File: config.mk
export PLATFORM = sky130hd
export DESIGN_NAME = adcs_top
export DESIGN_NICKNAME = d
export VERILOG_FILES = /design/src/logic/adcs_clkdiv.v /design/src/logic/adcs_sar.v /design/src/logic/adcs_top.v
export VERILOG_INCLUDE_DIRS = /design/src /design/src/logic
export SDC_FILE = /design/constraint.sdc
export NUM_CORES = 1
export LEC_CHECK = 0
export BUFFER_PORTS_ARGS = -buffer_cell sky130_fd_sc_hd__buf_4
export CELL_PAD_IN_SITES_DETAIL_PLACEMENT = 1
export CELL_PAD_IN_SITES_GLOBAL_PLACEMENT = 2
export CORE_AREA = 2 2 112 114
export CTS_BUF_LIST = sky130_fd_sc_hd__clkbuf_16
export CTS_CLUSTER_SIZE = 28
export DETAILED_ROUTE_END_ITERATION = 8
export DIE_AREA = 0 0 114 116
export HOLD_SLACK_MARGIN = 0.03
export MAX_ROUTING_LAYER = met4
export PLACE_DENSITY = 0.9
export SLEW_MARGIN = 20
export SYNTH_ARGS = -nofsm -noshare
export SYNTH_HDL_FRONTEND = slang
export SYNTH_SLANG_ARGS = --single-unit
File: constraint.sdc
create_clock -name clk_i -period 2.6 [get_ports clk_i]
set_input_delay 0.52 -clock clk_i [delete_from_list [all_inputs] [get_ports clk_i]]
set_output_delay 0.52 -clock clk_i [all_outputs]
set_load 0.02 [all_outputs]
File: src/logic/adcs_regs.vh
// register offsets, field positions, reset values and timing counts
// for the converter control sequencer; definitions only
`ifndef ADCS_REGS_VH
`define ADCS_REGS_VH

// ****************************************************************
// register byte offsets on the apb bus
// ****************************************************************
`define ADCS_OFF_CTL_MAIN 8'h00
`define ADCS_OFF_PORT_CFG 8'h04
`define ADCS_OFF_RES_HIGH 8'h08
`define ADCS_OFF_RES_LOW 8'h0c
`define ADCS_OFF_STATUS 8'h10

// ****************************************************************
// field positions
// ****************************************************************
`define ADCS_CTL_CLK_LO_HI 7
`define ADCS_CTL_CLK_LO_LO 6
`define ADCS_CTL_CHAN_HI 5
`define ADCS_CTL_CHAN_LO 3
`define ADCS_CTL_GO 2
`define ADCS_CTL_PON 0
`define ADCS_CFG_FMT 7
`define ADCS_CFG_CLK_HI 6
`define ADCS_CFG_PCFG_HI 3
`define ADCS_CFG_PCFG_LO 0
`define ADCS_STS_FLAG 0
`define ADCS_STS_BUSY 1

// ****************************************************************
// reset values and writable masks
// ****************************************************************
`define ADCS_CTL_RESET 8'h00
`define ADCS_CFG_RESET 8'h00
`define ADCS_CTL_WMASK 8'hf9
`define ADCS_CFG_WMASK 8'hcf

// ****************************************************************
// conversion clock divisors in system clocks, and timing
// ****************************************************************
`define ADCS_DIV_2 7'd2
`define ADCS_DIV_4 7'd4
`define ADCS_DIV_8 7'd8
`define ADCS_DIV_16 7'd16
`define ADCS_DIV_32 7'd32
`define ADCS_DIV_64 7'd64
`define ADCS_CLK_RC 2'b11
`define ADCS_TAD_PER_CONV 4'd12

`endif

File: src/logic/adcs_clkdiv.v
// conversion clock tick generator: oscillator divider or rc clock
// assumes clk_i is the system oscillator; rc_clk_i is asynchronous
`timescale 1ns/1ps
`include "adcs_regs.vh"

module adcs_clkdiv (
    input wire clk_i,         // system clock
    input wire reset_i,       // async reset, active high
    input wire [2:0] sel_i,   // {high select bit, low select bits}
    input wire run_i,         // conversion in progress
    input wire sleep_i,       // device asleep, oscillator stopped
    input wire rc_clk_i,      // internal rc oscillator, async
    output reg tad_tick_o     // one pulse per conversion clock period
);

    reg [6:0] cnt_q;
    reg [6:0] div;
    reg rc_s1_q;
    reg rc_s2_q;
    reg rc_s3_q;
    wire use_rc;
    wire rc_edge;

    // divisor from the three bit select
    always @*
    begin
        case (sel_i)
            3'b000: div = `ADCS_DIV_2;
            3'b001: div = `ADCS_DIV_8;
            3'b010: div = `ADCS_DIV_32;
            3'b100: div = `ADCS_DIV_4;
            3'b101: div = `ADCS_DIV_16;
            3'b110: div = `ADCS_DIV_64;
            default: div = `ADCS_DIV_2;
        endcase
    end

    assign use_rc = (sel_i[1:0] == `ADCS_CLK_RC);
    assign rc_edge = rc_s2_q & ~rc_s3_q;

    // rc clock synchroniser; edge seen only past the second stage
    always @(posedge clk_i or posedge reset_i)
    begin
        if (reset_i)
        begin
            rc_s1_q <= 1'b0;
            rc_s2_q <= 1'b0;
            rc_s3_q <= 1'b0;
        end
        else
        begin
            rc_s1_q <= rc_clk_i;
            rc_s2_q <= rc_s1_q;
            rc_s3_q <= rc_s2_q;
        end
    end

    // divider restarts with each conversion so periods are whole
    // clock source select
    always @(posedge clk_i or posedge reset_i)
    begin
        if (reset_i)
        begin
            cnt_q <= 7'd0;
            tad_tick_o <= 1'b0;
        end
        else if (!run_i)
        begin
            cnt_q <= 7'd0;
            tad_tick_o <= 1'b0;
        end
        else if (use_rc)
        begin
            cnt_q <= 7'd0;
            tad_tick_o <= rc_edge;
        end
        else if (sleep_i)
        begin
            tad_tick_o <= 1'b0;
        end
        else if (cnt_q == div - 7'd1)
        begin
            cnt_q <= 7'd0;
            tad_tick_o <= 1'b1;
        end
        else
        begin
            cnt_q <= cnt_q + 7'd1;
            tad_tick_o <= 1'b0;
        end
    end

endmodule

File: src/logic/adcs_sar.v
// successive approximation engine, twelve conversion clocks per result
// assumes cmp_i is the asynchronous comparator output of the core
`timescale 1ns/1ps
`include "adcs_regs.vh"

module adcs_sar #(
    parameter WIDTH = 10          // result width
) (
    input wire clk_i,              // system clock
    input wire reset_i,            // async reset, active high
    input wire start_i,            // begin a conversion, one pulse
    input wire abort_i,            // stop at once, level
    input wire tad_tick_i,         // conversion clock tick
    input wire cmp_i,              // input at or above trial level, async
    output reg busy_o,             // conversion in progress
    output reg [WIDTH-1:0] code_o, // trial code to dac, final result
    output reg done_o              // result valid, one pulse
);

    reg [3:0] cnt_q;
    reg [WIDTH-1:0] bit_q;
    reg cmp_s1_q;
    reg cmp_s2_q;

    // comparator synchroniser
    always @(posedge clk_i or posedge reset_i)
    begin
        if (reset_i)
        begin
            cmp_s1_q <= 1'b0;
            cmp_s2_q <= 1'b0;
        end
        else
        begin
            cmp_s1_q <= cmp_i;
            cmp_s2_q <= cmp_s1_q;
        end
    end

    // first tick seeds the msb trial, one decision per tick, last tick ends
    // successive approximation
    always @(posedge clk_i or posedge reset_i)
    begin
        if (reset_i)
        begin
            busy_o <= 1'b0;
            cnt_q <= 4'd0;
            bit_q <= {WIDTH{1'b0}};
            code_o <= {WIDTH{1'b0}};
            done_o <= 1'b0;
        end
        else if (abort_i)
        begin
            busy_o <= 1'b0;
            cnt_q <= 4'd0;
            done_o <= 1'b0;
        end
        else if (start_i && !busy_o)
        begin
            busy_o <= 1'b1;
            cnt_q <= 4'd0;
            bit_q <= {WIDTH{1'b0}};
            code_o <= {WIDTH{1'b0}};
            done_o <= 1'b0;
        end
        else if (busy_o && tad_tick_i)
        begin
            cnt_q <= cnt_q + 4'd1;
            if (cnt_q == 4'd0)
            begin
                bit_q <= {1'b1, {(WIDTH-1){1'b0}}};
                code_o <= {1'b1, {(WIDTH-1){1'b0}}};
            end
            else if (cnt_q == `ADCS_TAD_PER_CONV - 4'd1)
            begin
                busy_o <= 1'b0;
                done_o <= 1'b1;
            end
            else
            begin
                bit_q <= bit_q >> 1;
                code_o <= (cmp_s2_q ? code_o : (code_o & ~bit_q)) | (bit_q >> 1);
            end
        end
        else
        begin
            done_o <= 1'b0;
        end
    end

endmodule

File: src/logic/adcs_top.v
// converter control sequencer: apb registers, pin setup, conversion control
// assumes an apb master on clk_i; sleep_i comes from the core on clk_i;
// rc_clk_i and cmp_i come from the analog side and are synchronised below
//
// Functional notes
// - three bit select picks divider or rc
// - channel field routes input zero to seven
// - go bit starts, reads one while busy
// - completion loads result, clears go, flags
// - power bit enables converter core
// - unimplemented bits read zero, ignore writes
// - format one right justifies result
// - format zero left justifies result
// - port code sets analog pin mask
// - some codes take positive reference externally
// - some codes take both references externally
// - reset forces all shared pins analog
// - reset clears control and status registers, aborts conversion
// - sleep conversion only on rc clock
// - ten bit successive approximation result
// - twelve conversion clocks per result
// - hold capacitor disconnects at start
// - result registers keep value over reset
`timescale 1ns/1ps
`include "adcs_regs.vh"

module adcs_top #(
    parameter RES_W = 10              // converter resolution
) (
    input wire clk_i,                 // system clock, 200 mhz
    input wire reset_i,               // async reset, active high
    input wire psel_i,                // apb select
    input wire penable_i,             // apb enable
    input wire pwrite_i,              // apb direction, 1 = write
    input wire [7:0] paddr_i,         // apb byte address
    input wire [31:0] pwdata_i,       // apb write data
    output wire [31:0] prdata_o,      // apb read data
    output wire pready_o,             // apb ready
    output wire pslverr_o,            // apb error, unmapped address
    input wire sleep_i,               // device in sleep mode
    input wire rc_clk_i,              // internal rc oscillator
    input wire cmp_i,                 // comparator from analog core
    output wire power_on_o,           // converter core powered
    output wire [2:0] chan_sel_o,     // selected analog input
    output wire hold_connect_o,       // hold capacitor on input pin
    output wire [RES_W-1:0] dac_code_o, // trial code to converter core
    output reg [7:0] analog_pin_o,    // 1 = pin in analog mode
    output reg vref_pos_ext_o,        // positive reference from input 3
    output reg vref_neg_ext_o,        // negative reference from input 2
    output wire conv_busy_o,          // conversion in progress
    output wire conv_flag_o           // conversion complete flag
);

    // ****************************************************************
    // state
    // ****************************************************************
    reg [7:0] ctl_q;
    reg [7:0] cfg_q;
    reg flag_q;
    reg [RES_W-1:0] result_q;
    reg [31:0] prdata_q;
    reg pslverr_q;
    reg [31:0] rd_word;
    reg rd_hit;
    reg [7:0] res_high;
    reg [7:0] res_low;
    wire setup;
    wire wr_en;
    wire wr_ctl;
    wire wr_cfg;
    wire wr_sts;
    wire start;
    wire abort;
    wire busy;
    wire done;
    wire tad_tick;
    wire [2:0] clk_sel;
    wire [3:0] pcfg;

    // ****************************************************************
    // apb slave
    // ****************************************************************

    // read data latched in setup so the access phase answers at once
    assign setup = psel_i & ~penable_i;
    assign wr_en = psel_i & penable_i & pwrite_i;
    assign wr_ctl = wr_en & (paddr_i == `ADCS_OFF_CTL_MAIN);
    assign wr_cfg = wr_en & (paddr_i == `ADCS_OFF_PORT_CFG);
    assign wr_sts = wr_en & (paddr_i == `ADCS_OFF_STATUS);
    assign pready_o = 1'b1;
    assign prdata_o = prdata_q;
    assign pslverr_o = pslverr_q & psel_i & penable_i;

    // result justification applied on read, stored value is raw
    // right or left justified view
    always @*
    begin
        if (cfg_q[`ADCS_CFG_FMT])
        begin
            res_high = {6'h00, result_q[9:8]};
            res_low = result_q[7:0];
        end
        else
        begin
            res_high = result_q[9:2];
            res_low = {result_q[1:0], 6'h00};
        end
    end

    // read mux; unimplemented bits come back zero
    // masked readback
    always @*
    begin
        rd_word = 32'h0000_0000;
        rd_hit = 1'b1;
        case (paddr_i)
            `ADCS_OFF_CTL_MAIN:
                rd_word = {24'h00_0000, ctl_q[7:3], busy, 1'b0, ctl_q[0]};
            `ADCS_OFF_PORT_CFG:
                rd_word = {24'h00_0000, cfg_q & `ADCS_CFG_WMASK};
            `ADCS_OFF_RES_HIGH:
                rd_word = {24'h00_0000, res_high};
            `ADCS_OFF_RES_LOW:
                rd_word = {24'h00_0000, res_low};
            `ADCS_OFF_STATUS:
                rd_word = {30'h0000_0000, busy, flag_q};
            default:
                rd_hit = 1'b0;
        endcase
    end

    // read data and error captured at the setup edge
    always @(posedge clk_i or posedge reset_i)
    begin
        if (reset_i)
        begin
            prdata_q <= 32'h0000_0000;
            pslverr_q <= 1'b0;
        end
        else if (setup)
        begin
            prdata_q <= pwrite_i ? 32'h0000_0000 : rd_word;
            pslverr_q <= ~rd_hit;
        end
    end

    // ****************************************************************
    // control registers
    // ****************************************************************

    // go is not stored here; it is the engine's busy state
    // reset returns registers to zero
    always @(posedge clk_i or posedge reset_i)
    begin
        if (reset_i)
        begin
            ctl_q <= `ADCS_CTL_RESET;
            cfg_q <= `ADCS_CFG_RESET;
        end
        else
        begin
            if (wr_ctl)
            begin
                ctl_q <= pwdata_i[7:0] & `ADCS_CTL_WMASK & 8'hfb;
            end
            if (wr_cfg)
            begin
                cfg_q <= pwdata_i[7:0] & `ADCS_CFG_WMASK;
            end
        end
    end

    // completion flag, write one clears, a new completion wins
    // set flag on completion
    always @(posedge clk_i or posedge reset_i)
    begin
        if (reset_i)
        begin
            flag_q <= 1'b0;
        end
        else if (done)
        begin
            flag_q <= 1'b1;
        end
        else if (wr_sts && pwdata_i[`ADCS_STS_FLAG])
        begin
            flag_q <= 1'b0;
        end
    end

    // result has no reset on purpose, so it survives a device reset
    // result untouched by reset
    always @(posedge clk_i)
    begin
        if (done)
        begin
            result_q <= dac_code_o;
        end
    end

    // ****************************************************************
    // conversion control
    // ****************************************************************

    // the new power bit of the same write must be set for a start
    // write one to go starts
    assign start = wr_ctl & pwdata_i[`ADCS_CTL_GO] & pwdata_i[`ADCS_CTL_PON];

    // power-off aborts a running conversion
    // power bit gates the core
    assign abort = wr_ctl ? ~pwdata_i[`ADCS_CTL_PON] : ~ctl_q[`ADCS_CTL_PON];

    assign clk_sel = {cfg_q[`ADCS_CFG_CLK_HI], ctl_q[`ADCS_CTL_CLK_LO_HI:`ADCS_CTL_CLK_LO_LO]};
    assign power_on_o = ctl_q[`ADCS_CTL_PON];
    assign chan_sel_o = ctl_q[`ADCS_CTL_CHAN_HI:`ADCS_CTL_CHAN_LO];
    assign hold_connect_o = ctl_q[`ADCS_CTL_PON] & ~busy;
    assign conv_busy_o = busy;
    assign conv_flag_o = flag_q;

    adcs_clkdiv u_clkdiv (
        .clk_i(clk_i),
        .reset_i(reset_i),
        .sel_i(clk_sel),
        .run_i(busy),
        .sleep_i(sleep_i),
        .rc_clk_i(rc_clk_i),
        .tad_tick_o(tad_tick)
    );

    adcs_sar #(
        .WIDTH(RES_W)
    ) u_sar (
        .clk_i(clk_i),
        .reset_i(reset_i),
        .start_i(start),
        .abort_i(abort),
        .tad_tick_i(tad_tick),
        .cmp_i(cmp_i),
        .busy_o(busy),
        .code_o(dac_code_o),
        .done_o(done)
    );

    // ****************************************************************
    // port pin configuration
    // ****************************************************************

    // reset value 0000 already means all analog, so reset forces analog
    // analog pin masks
    assign pcfg = cfg_q[`ADCS_CFG_PCFG_HI:`ADCS_CFG_PCFG_LO];

    always @*
    begin
        vref_pos_ext_o = 1'b0;
        vref_neg_ext_o = 1'b0;
        case (pcfg)
            4'b0000: analog_pin_o = 8'hff;
            4'b0001:
            begin
                analog_pin_o = 8'hff;
                vref_pos_ext_o = 1'b1;
            end
            4'b0010: analog_pin_o = 8'h1f;
            4'b0011:
            begin
                analog_pin_o = 8'h1f;
                vref_pos_ext_o = 1'b1;
            end
            4'b0100: analog_pin_o = 8'h0b;
            4'b0101:
            begin
                analog_pin_o = 8'h0b;
                vref_pos_ext_o = 1'b1;
            end
            4'b0110: analog_pin_o = 8'h00;
            4'b0111: analog_pin_o = 8'h00;
            4'b1000:
            begin
                analog_pin_o = 8'hff;
                vref_pos_ext_o = 1'b1;
                vref_neg_ext_o = 1'b1;
            end
            4'b1001: analog_pin_o = 8'h3f;
            4'b1010:
            begin
                analog_pin_o = 8'h3f;
                vref_pos_ext_o = 1'b1;
            end
            4'b1011:
            begin
                analog_pin_o = 8'h3f;
                vref_pos_ext_o = 1'b1;
                vref_neg_ext_o = 1'b1;
            end
            4'b1100:
            begin
                analog_pin_o = 8'h1f;
                vref_pos_ext_o = 1'b1;
                vref_neg_ext_o = 1'b1;
            end
            4'b1101:
            begin
                analog_pin_o = 8'h0f;
                vref_pos_ext_o = 1'b1;
                vref_neg_ext_o = 1'b1;
            end
            4'b1110: analog_pin_o = 8'h01;
            4'b1111:
            begin
                analog_pin_o = 8'h0d;
                vref_pos_ext_o = 1'b1;
                vref_neg_ext_o = 1'b1;
            end
            default: analog_pin_o = 8'hff;
        endcase
    end

endmodule

==> impl_metrics.env, run 1 <==
export IMPL_startpoint="cfg_q[2]"
export IMPL_cts_buffers=9
export IMPL_required_ns=2.08
export IMPL_hold_class="in -> async"
export IMPL_grt_use_total_pct=15.60
export IMPL_antenna_found_initial=0
export IMPL_dp_hpwl_um=7117
export IMPL_placed_cells=554
export IMPL_tns_ns=0
export IMPL_r2r_worst_path_cells=5
export IMPL_post_synth_instance_area_um2=3769
export IMPL_grt_overflow=0
export IMPL_worstPathMaxFanout=8
export IMPL_rows=40
export IMPL_rr_endpoint="u_clkdiv.cnt_q[6]"
export IMPL_synth_top_cell_by_area="dfrtp_1"
export IMPL_synth_most_common_cell="dfrtp_1"
export IMPL_post_cts_buffers=0
export IMPL_worst_setup_path_type="reg -> out"
export IMPL_hold_slack_ns=0.2743
export IMPL_syn_area_per_cell_um2=10.24
export IMPL_synth_edf_count=10
export IMPL_dieArea_um2=13220
export IMPL_drc=0
export IMPL_multiInputGateArea_um2=1684
export IMPL_rsz0062_at_grt="false"
export IMPL_fillCellCount=1352
export IMPL_p_total_mw=2.567
export IMPL_synth_cell_types=58
export IMPL_arrival_ns=1.50
export IMPL_totalWireLength_um=9690
export IMPL_critical_path_cell_chain="nand2_1, a21oi_1, a311oi_1, buf_4"
export IMPL_htreeDepth=3
export IMPL_clkTransAtPathRegs_ns=0.06
export IMPL_min_period_ns=2.024
export IMPL_fp_dieW_um=114
export IMPL_cts_resized=0
export IMPL_grt_pass1_wl_um=15600
export IMPL_power_leakage_nw=2.074
export IMPL_cts_root_buf="clkbuf_16"
export IMPL_pin_count=109
export IMPL_max_freq_ghz=0.4941
export IMPL_hold_viol=0
export IMPL_grt_pass1_vias=3030
export IMPL_finalClockSkew_ns=0.007716
export IMPL_finalSetupViolations=0
export IMPL_status="complete, no violations"
export IMPL_tightest_slew_ns=0.6203
export IMPL_reg2reg_slack_ns=0.68
export IMPL_start_util_pct=31.64
export IMPL_viasPerCell=5.095
export IMPL_syn_to_final_growth_pct=20.55
export IMPL_fin_nets=469
export IMPL_yosysSeqAreaShare_pct=48.47
export IMPL_cp_end_kind="output pin"
export IMPL_clk_latency_ns=0.34
export IMPL_clock_path_buffers=2
export IMPL_ant_nets=0
export IMPL_syn_inst=368
export IMPL_vias=2904
export IMPL_regArea_um2=1827
export IMPL_regToRegStartpoint="ctl_q[7]"
export IMPL_place_congestion=0.7993
export IMPL_cts_tree="done"
export IMPL_ys_top_cells_by_area="dfrtp_1 41%, edfxtp_1 8.0%, buf_4 6.4%"
export IMPL_drive_above_1_share_pct=25.06
export IMPL_synthArstFlopShare_pct=85.92
export IMPL_synth_top_area_share_pct=40.50
export IMPL_dr_pass1_iters=4
export IMPL_relSlewSlack_pct=58.59
export IMPL_ys_flop_type="dfrtp_1"
export IMPL_critPathLaunchType="flop"
export IMPL_hold_buffers=0
export IMPL_period_share_pct=77.84
export IMPL_core_area_um2=11910
export IMPL_portBuffers=59
export IMPL_max_cap_violations=0
export IMPL_ys_ff_latch=71
export IMPL_power_density_nw_per_um2=565.1
export IMPL_cts_sinks=71
export IMPL_worst_ir_drop_vdd_mv=0.3053
export IMPL_fp_dieH_um=116
export IMPL_yosys_warnings=0
export IMPL_instances_no_fill=570
export IMPL_cp_slowest_cell="dfrtp_1"
export IMPL_dr_first_iter_drc_count=190
export IMPL_slowest_delay_ns=0.49
export IMPL_diodes=0
export IMPL_wire_per_inst_um=17.00
export IMPL_slew_viol_final=0
export IMPL_synth_common_cells="61 x dfrtp_1, 32 x buf_4, 28 x nand2_1"
export IMPL_grt_max_degree=36
[placed cells by master, fill, tap and decap left out, types with 5 or more instances in the layout]
master	Yosys	final
o21ai_0	12	12
nand3_1	9	9
nand2b_1	12	12
and3_1	6	6
clkbuf_16	0	10
nor2_1	24	24
o22ai_1	10	10
and2_1	5	5
a22o_1	20	20
nand2_1	28	28
edfxtp_1	10	10
conb_1	2	25
a21oi_1	23	23
a22oi_1	5	5
inv_1	10	9
buf_4	32	63
mux2_2	12	12
dfrtp_1	61	61
nor2b_1	5	5
[flip-flops by register name (all words and copies together), names as in the netlist]
name,flops
conv_flag_o,1
pslverr_q,1
prdata_o,8
u_sar.code_o,10
u_clkdiv.tad_tick_o,1
result_q,10
u_sar.busy_o,1
u_clkdiv.cnt_q,7
u_sar.cmp_s1_q,1
u_clkdiv.rc_s3_q,1
u_sar.bit_q,10
cfg_q,6
u_clkdiv.rc_s1_q,1
u_sar.cmp_s2_q,1
u_sar.done_o,1
ctl_q,6
u_sar.cnt_q,4
u_clkdiv.rc_s2_q,1
[critical path, delay by kind of cell (launching register included)]
kind,cells,cell delay (ns)
buf+inv,1,0.18
compound gates,2,0.33
flops,1,0.49
simple gates,1,0.17
[report_power, final]
group	internal, mW	switching (mW)
registers	1.13	0.00962
clock network	0.802	0.476
logic	0.0485	0.0988
[per-stage QoR]
stage / setup slack [ns] / utilization [%] / area, um^2
5_1_grt: 0.4709 / 38.14 / 4543
2_1_floorplan: 0.5670 / - / 3855
4_1_cts: 0.5813 / 38.14 / 4543
3_5_place_dp: 0.3551 / 35.47 / 4225
3_3_place_gp: 0.4190 / 35.47 / 4225
6_report: 0.5762 / 38.14 / 4543
[metal layers]
layer | global-route usage, % | up-vias | part of all wire (%)
met5 | - | - | 0
met4 | 5.122 | 0 | 1.2
met3 | 3.400 | 12 | 3.7
met2 | 26.23 | 64 | 51
met1 | 18.70 | 1454 | 44
li1 | - | 1374 | -
[worst max-delay path by stage]
stage	endpoint	slack [ns]	cells after the start
global route	vref_pos_ext_o	0.47	4
global placement	u_sar.bit_q[8]	0.42	6
floorplan	cfg_q[0]	0.57	1
detailed placement	u_sar.bit_q[4]	0.36	6
CTS	vref_pos_ext_o	0.58	4
finish	vref_pos_ext_o	0.58	4
[logic make-up after synthesis]
logic type / synth area share, %
simple gates: 16.93
compound gates: 18.23
other cells: 0.1993
mux: 4.648
flops: 48.47
buf+inv: 9.130
fa+ha+maj: 0.9961
xor+xnor: 1.394
[area by class of cell]
| class | instances | area share, % |
|---|---|---|
| clock inverters | 6 | 1.487 |
| multi-input cells | 262 | 37.07 |
| inverters | 10 | 0.8262 |
| repair buffers | 64 | 10.85 |
| flip-flops and latches | 71 | 40.21 |
| clock buffers | 10 | 5.508 |
| well taps | 147 | 4.048 |
Note: power is estimated with default switching activity, not from simulation.
==> run 2, diff against run 1 <==
--- a/config.mk
+++ b/config.mk
@@ -6,17 +6,18 @@
 export SDC_FILE = /design/constraint.sdc
 export NUM_CORES = 1
 export LEC_CHECK = 0
+export ABC_AREA = 1
 export BUFFER_PORTS_ARGS = -buffer_cell sky130_fd_sc_hd__buf_4
 export CELL_PAD_IN_SITES_DETAIL_PLACEMENT = 1
 export CELL_PAD_IN_SITES_GLOBAL_PLACEMENT = 2
-export CORE_AREA = 2 2 112 114
+export CORE_AREA = 2 2 118 120
 export CTS_BUF_LIST = sky130_fd_sc_hd__clkbuf_16
 export CTS_CLUSTER_SIZE = 28
 export DETAILED_ROUTE_END_ITERATION = 8
-export DIE_AREA = 0 0 114 116
+export DIE_AREA = 0 0 120 122
 export HOLD_SLACK_MARGIN = 0.03
 export MAX_ROUTING_LAYER = met4
-export PLACE_DENSITY = 0.9
+export PLACE_DENSITY = 0.91
 export SLEW_MARGIN = 20
 export SYNTH_ARGS = -nofsm -noshare
 export SYNTH_HDL_FRONTEND = slang
==> constraint.sdc (replaced) <==
create_clock -name clk_i -period 2 [get_ports clk_i]
set_input_delay 0.4 -clock clk_i [delete_from_list [all_inputs] [get_ports clk_i]]
set_output_delay 0.4 -clock clk_i [all_outputs]
set_load 0.02 [all_outputs]
==> run 2 against run 1 <==
Net effect:
- synthesized cell count grew 35%
- count of clock-buffer cells in the layout shrank 1
- clock skew is essentially flat
- total power grew 26%
- die area grew 11%
- final area grew 5.4%
- critical path depth grew 2
- utilization shrank 2.7 points
- setup slack lost 0.45 ns
- register-to-register slack lost 0.23 ns
- clock power grew 22%
- first-iteration DRC count shrank 6.8%
==> impl_metrics.env, run 2 <==
export IMPL_post_synth_instance_area_um2=3939
export IMPL_grt_pass1_vias=3489
export IMPL_yosys_warnings=0
export IMPL_dieArea_um2=14640
export IMPL_hold_buffers=0
export IMPL_synth_mux_area_share_pct=0.8259
export IMPL_drive_above_1_share_pct=20.14
export IMPL_cts_tree="done"
export IMPL_ant_nets=0
export IMPL_required_ns=1.60
export IMPL_finalSetupViolations=0
export IMPL_ys_ff_latch=71
export IMPL_hold_class="in -> async"
export IMPL_synth_most_common_cell="nand2_1"
export IMPL_fp_dieW_um=120
export IMPL_synth_common_cells="119 x nand2_1, 61 x dfrtp_1, 56 x nand3_1"
export IMPL_worstPathMaxFanout=9
export IMPL_status="complete, no violations"
export IMPL_grt_use_total_pct=15.25
export IMPL_syn_inst=496
export IMPL_clkPwrFrac_pct=48.2
export IMPL_yosysSeqAreaShare_pct=46.38
export IMPL_antenna_found_initial=0
export IMPL_arrival_ns=1.47
export IMPL_worst_slack_ns=0.1302
export IMPL_final_cell_area_um2=4790
export IMPL_diodes=0
export IMPL_cts_resized=0
export IMPL_min_period_ns=1.870
export IMPL_worst_setup_path_type="reg -> out"
export IMPL_dr_pass1_iters=4
export IMPL_hold_viol=0
export IMPL_portBuffers=59
export IMPL_max_freq_ghz=0.5348
export IMPL_power_leakage_nw=2.258
export IMPL_drc=0
export IMPL_dr_first_iter_drc_count=177
export IMPL_clkTransAtPathRegs_ns=0.05
export IMPL_pin_count=109
export IMPL_place_area_um2=4501
export IMPL_internal_power_mw=2.483
export IMPL_finalClockSkew_ns=0.007502
export IMPL_start_util_pct=29.17
export IMPL_rows=43
export IMPL_totalWireLength_um=10420
export IMPL_cts_buffers=9
export IMPL_p_seq_share_pct=46.0
export IMPL_synth_fa_ha_area_share_pct=0.9530
export IMPL_grt_max_degree=62
export IMPL_ys_top_cells_by_area="dfrtp_1 39%, nand2_1 11%, edfxtp_1 7.6%"
export IMPL_core_area_um2=13500
export IMPL_period_share_pct=93.49
export IMPL_synth_cell_types=34
export IMPL_vias=3440
export IMPL_final_cell_mix="119 x nand2_1, 68 x buf_4, 61 x dfrtp_1"
export IMPL_synth_top_cell_by_area="dfrtp_1"
export IMPL_switching_share_pct=23.06
export IMPL_worst_ir_drop_vdd_mv=0.2651
export IMPL_ys_flop_type="dfrtp_1"
export IMPL_largestRegisters="result_q (10), u_sar.bit_q (10), u_sar.code_o (10)"
export IMPL_rsz0062_at_grt="false"
export IMPL_place_ws_ns=0.1486
export IMPL_syn_to_final_growth_pct=21.60
export IMPL_max_cap_violations=0
export IMPL_viasPerCell=4.642
export IMPL_hold_slack_ns=0.1321
export IMPL_syn_area_per_cell_um2=7.941
export IMPL_grt_pass1_wl_um=17110
export IMPL_post_route_util_pct=35.47
export IMPL_cp_end_kind="output pin"
export IMPL_instances_no_fill=741
export IMPL_cts_sinks=71
export IMPL_htreeDepth=3
export IMPL_pwr_share_comb_pct=5.8
export IMPL_fin_nets=607
export IMPL_dp_hpwl_um=7736
export IMPL_relSlewSlack_pct=64.67
export IMPL_tns_ns=0
export IMPL_critPathLaunchType="flop"
export IMPL_slew_viol_final=0
export IMPL_synth_simple_area_share_pct=28.75
export IMPL_clk_latency_ns=0.33
export IMPL_wire_per_inst_um=14.06
export IMPL_clock_path_buffers=2
export IMPL_synth_edf_count=10
export IMPL_power_density_nw_per_um2=673.7
export IMPL_synth_top_family_by_area="simple AND/OR/NAND/NOR gates"
export IMPL_synth_top_area_share_pct=38.75
export IMPL_grt_overflow=0
export IMPL_tightest_slew_ns=0.5280
export IMPL_final_common_cell="nand2_1"
export IMPL_power_switching_mw=0.7441
export IMPL_synth_xor_area_share_pct=1.334
export IMPL_synthArstFlopShare_pct=85.92
export IMPL_post_cts_buffers=0
export IMPL_place_congestion=0.8169
export IMPL_placed_cells=725
export IMPL_p_total_mw=3.227
export IMPL_synth_compound_gate_area_share_pct=8.609
export IMPL_fp_dieH_um=122
export IMPL_cts_root_buf="clkbuf_16"
-- run 2: cell count changes after synthesis, sizes merged, moves of 10 or more --
cell,before,now
o22ai,11,0
nand2,28,134
nand2b,12,0
mux2,12,2
o21ai,13,54
a22o,20,0
a21oi,24,4
inv,10,54
nand3,10,57
nand4,3,20
-- run 2: cell families after synthesis --
logic type	after synthesis
buffers and inverters	100
XOR/XNOR	6
AND/OR/NAND/NOR	249
multiplexers	3
flip-flops	71
AO/OA/AOI/OAI	62
adder cells (fa/ha/maj)	3
other	2
-- run 2: per-layer routing --
layer,part of all wire [%],vias to the layer above,global-route usage (%)
met2,49,70,24.72
met5,0,-,-
met3,3.5,16,2.669
met4,2.5,0,6.544
met1,45,1675,18.79
li1,-,1679,-
-- run 2: final timing paths --
kind | cells after the start | slack, ns | endpoint | from
worst min-delay path | 3 | 0.13 | u_clkdiv.rc_s1_q | reset_i
max in group asynchronous | 3 | 1.59 | ctl_q[3] | reset_i
worst min register to register | 0 | 0.35 | u_clkdiv.rc_s2_q | u_clkdiv.rc_s1_q
worst max-delay path | 6 | 0.13 | vref_pos_ext_o | cfg_q[1]
worst max register to register | 6 | 0.45 | u_sar.code_o[5] | u_sar.cnt_q[0]
min in group clk_i | 1 | 0.18 | u_sar.cmp_s1_q | cmp_i
-- run 2: final cells by class --
type	count	area [um^2]
Sequential cell	71	1827
Tap cell	180	225.2
Inverter	56	210.2
Clock buffer	9	225.2
Multi-Input combinational cell	348	1688
Fill cell	1629	8715
Timing Repair Buffer	70	550.5
Clock inverter	7	63.81
-- run 2: power groups by stage --
| stage | registers [mW] | logic [mW] | clock network, mW |
|---|---|---|---|
| 2_1_floorplan | 1.50 | 0.152 | 0 |
| 3_3_place_gp | 1.51 | 0.186 | 0 |
| 6_report | 1.48 | 0.188 | 1.56 |
| 3_5_place_dp | 1.51 | 0.190 | 0 |
| 5_1_grt | 1.48 | 0.209 | 1.67 |
| 4_1_cts | 1.48 | 0.191 | 1.60 |
-- run 2: worst max-delay path, cell delays in order, from the launching register on --
cell	delay (ns)
dfrtp_1	0.48
nor2_1	0.13
nand2_1	0.08
nand2_1	0.09
o21ai_0	0.09
o211ai_1	0.10
buf_4	0.17
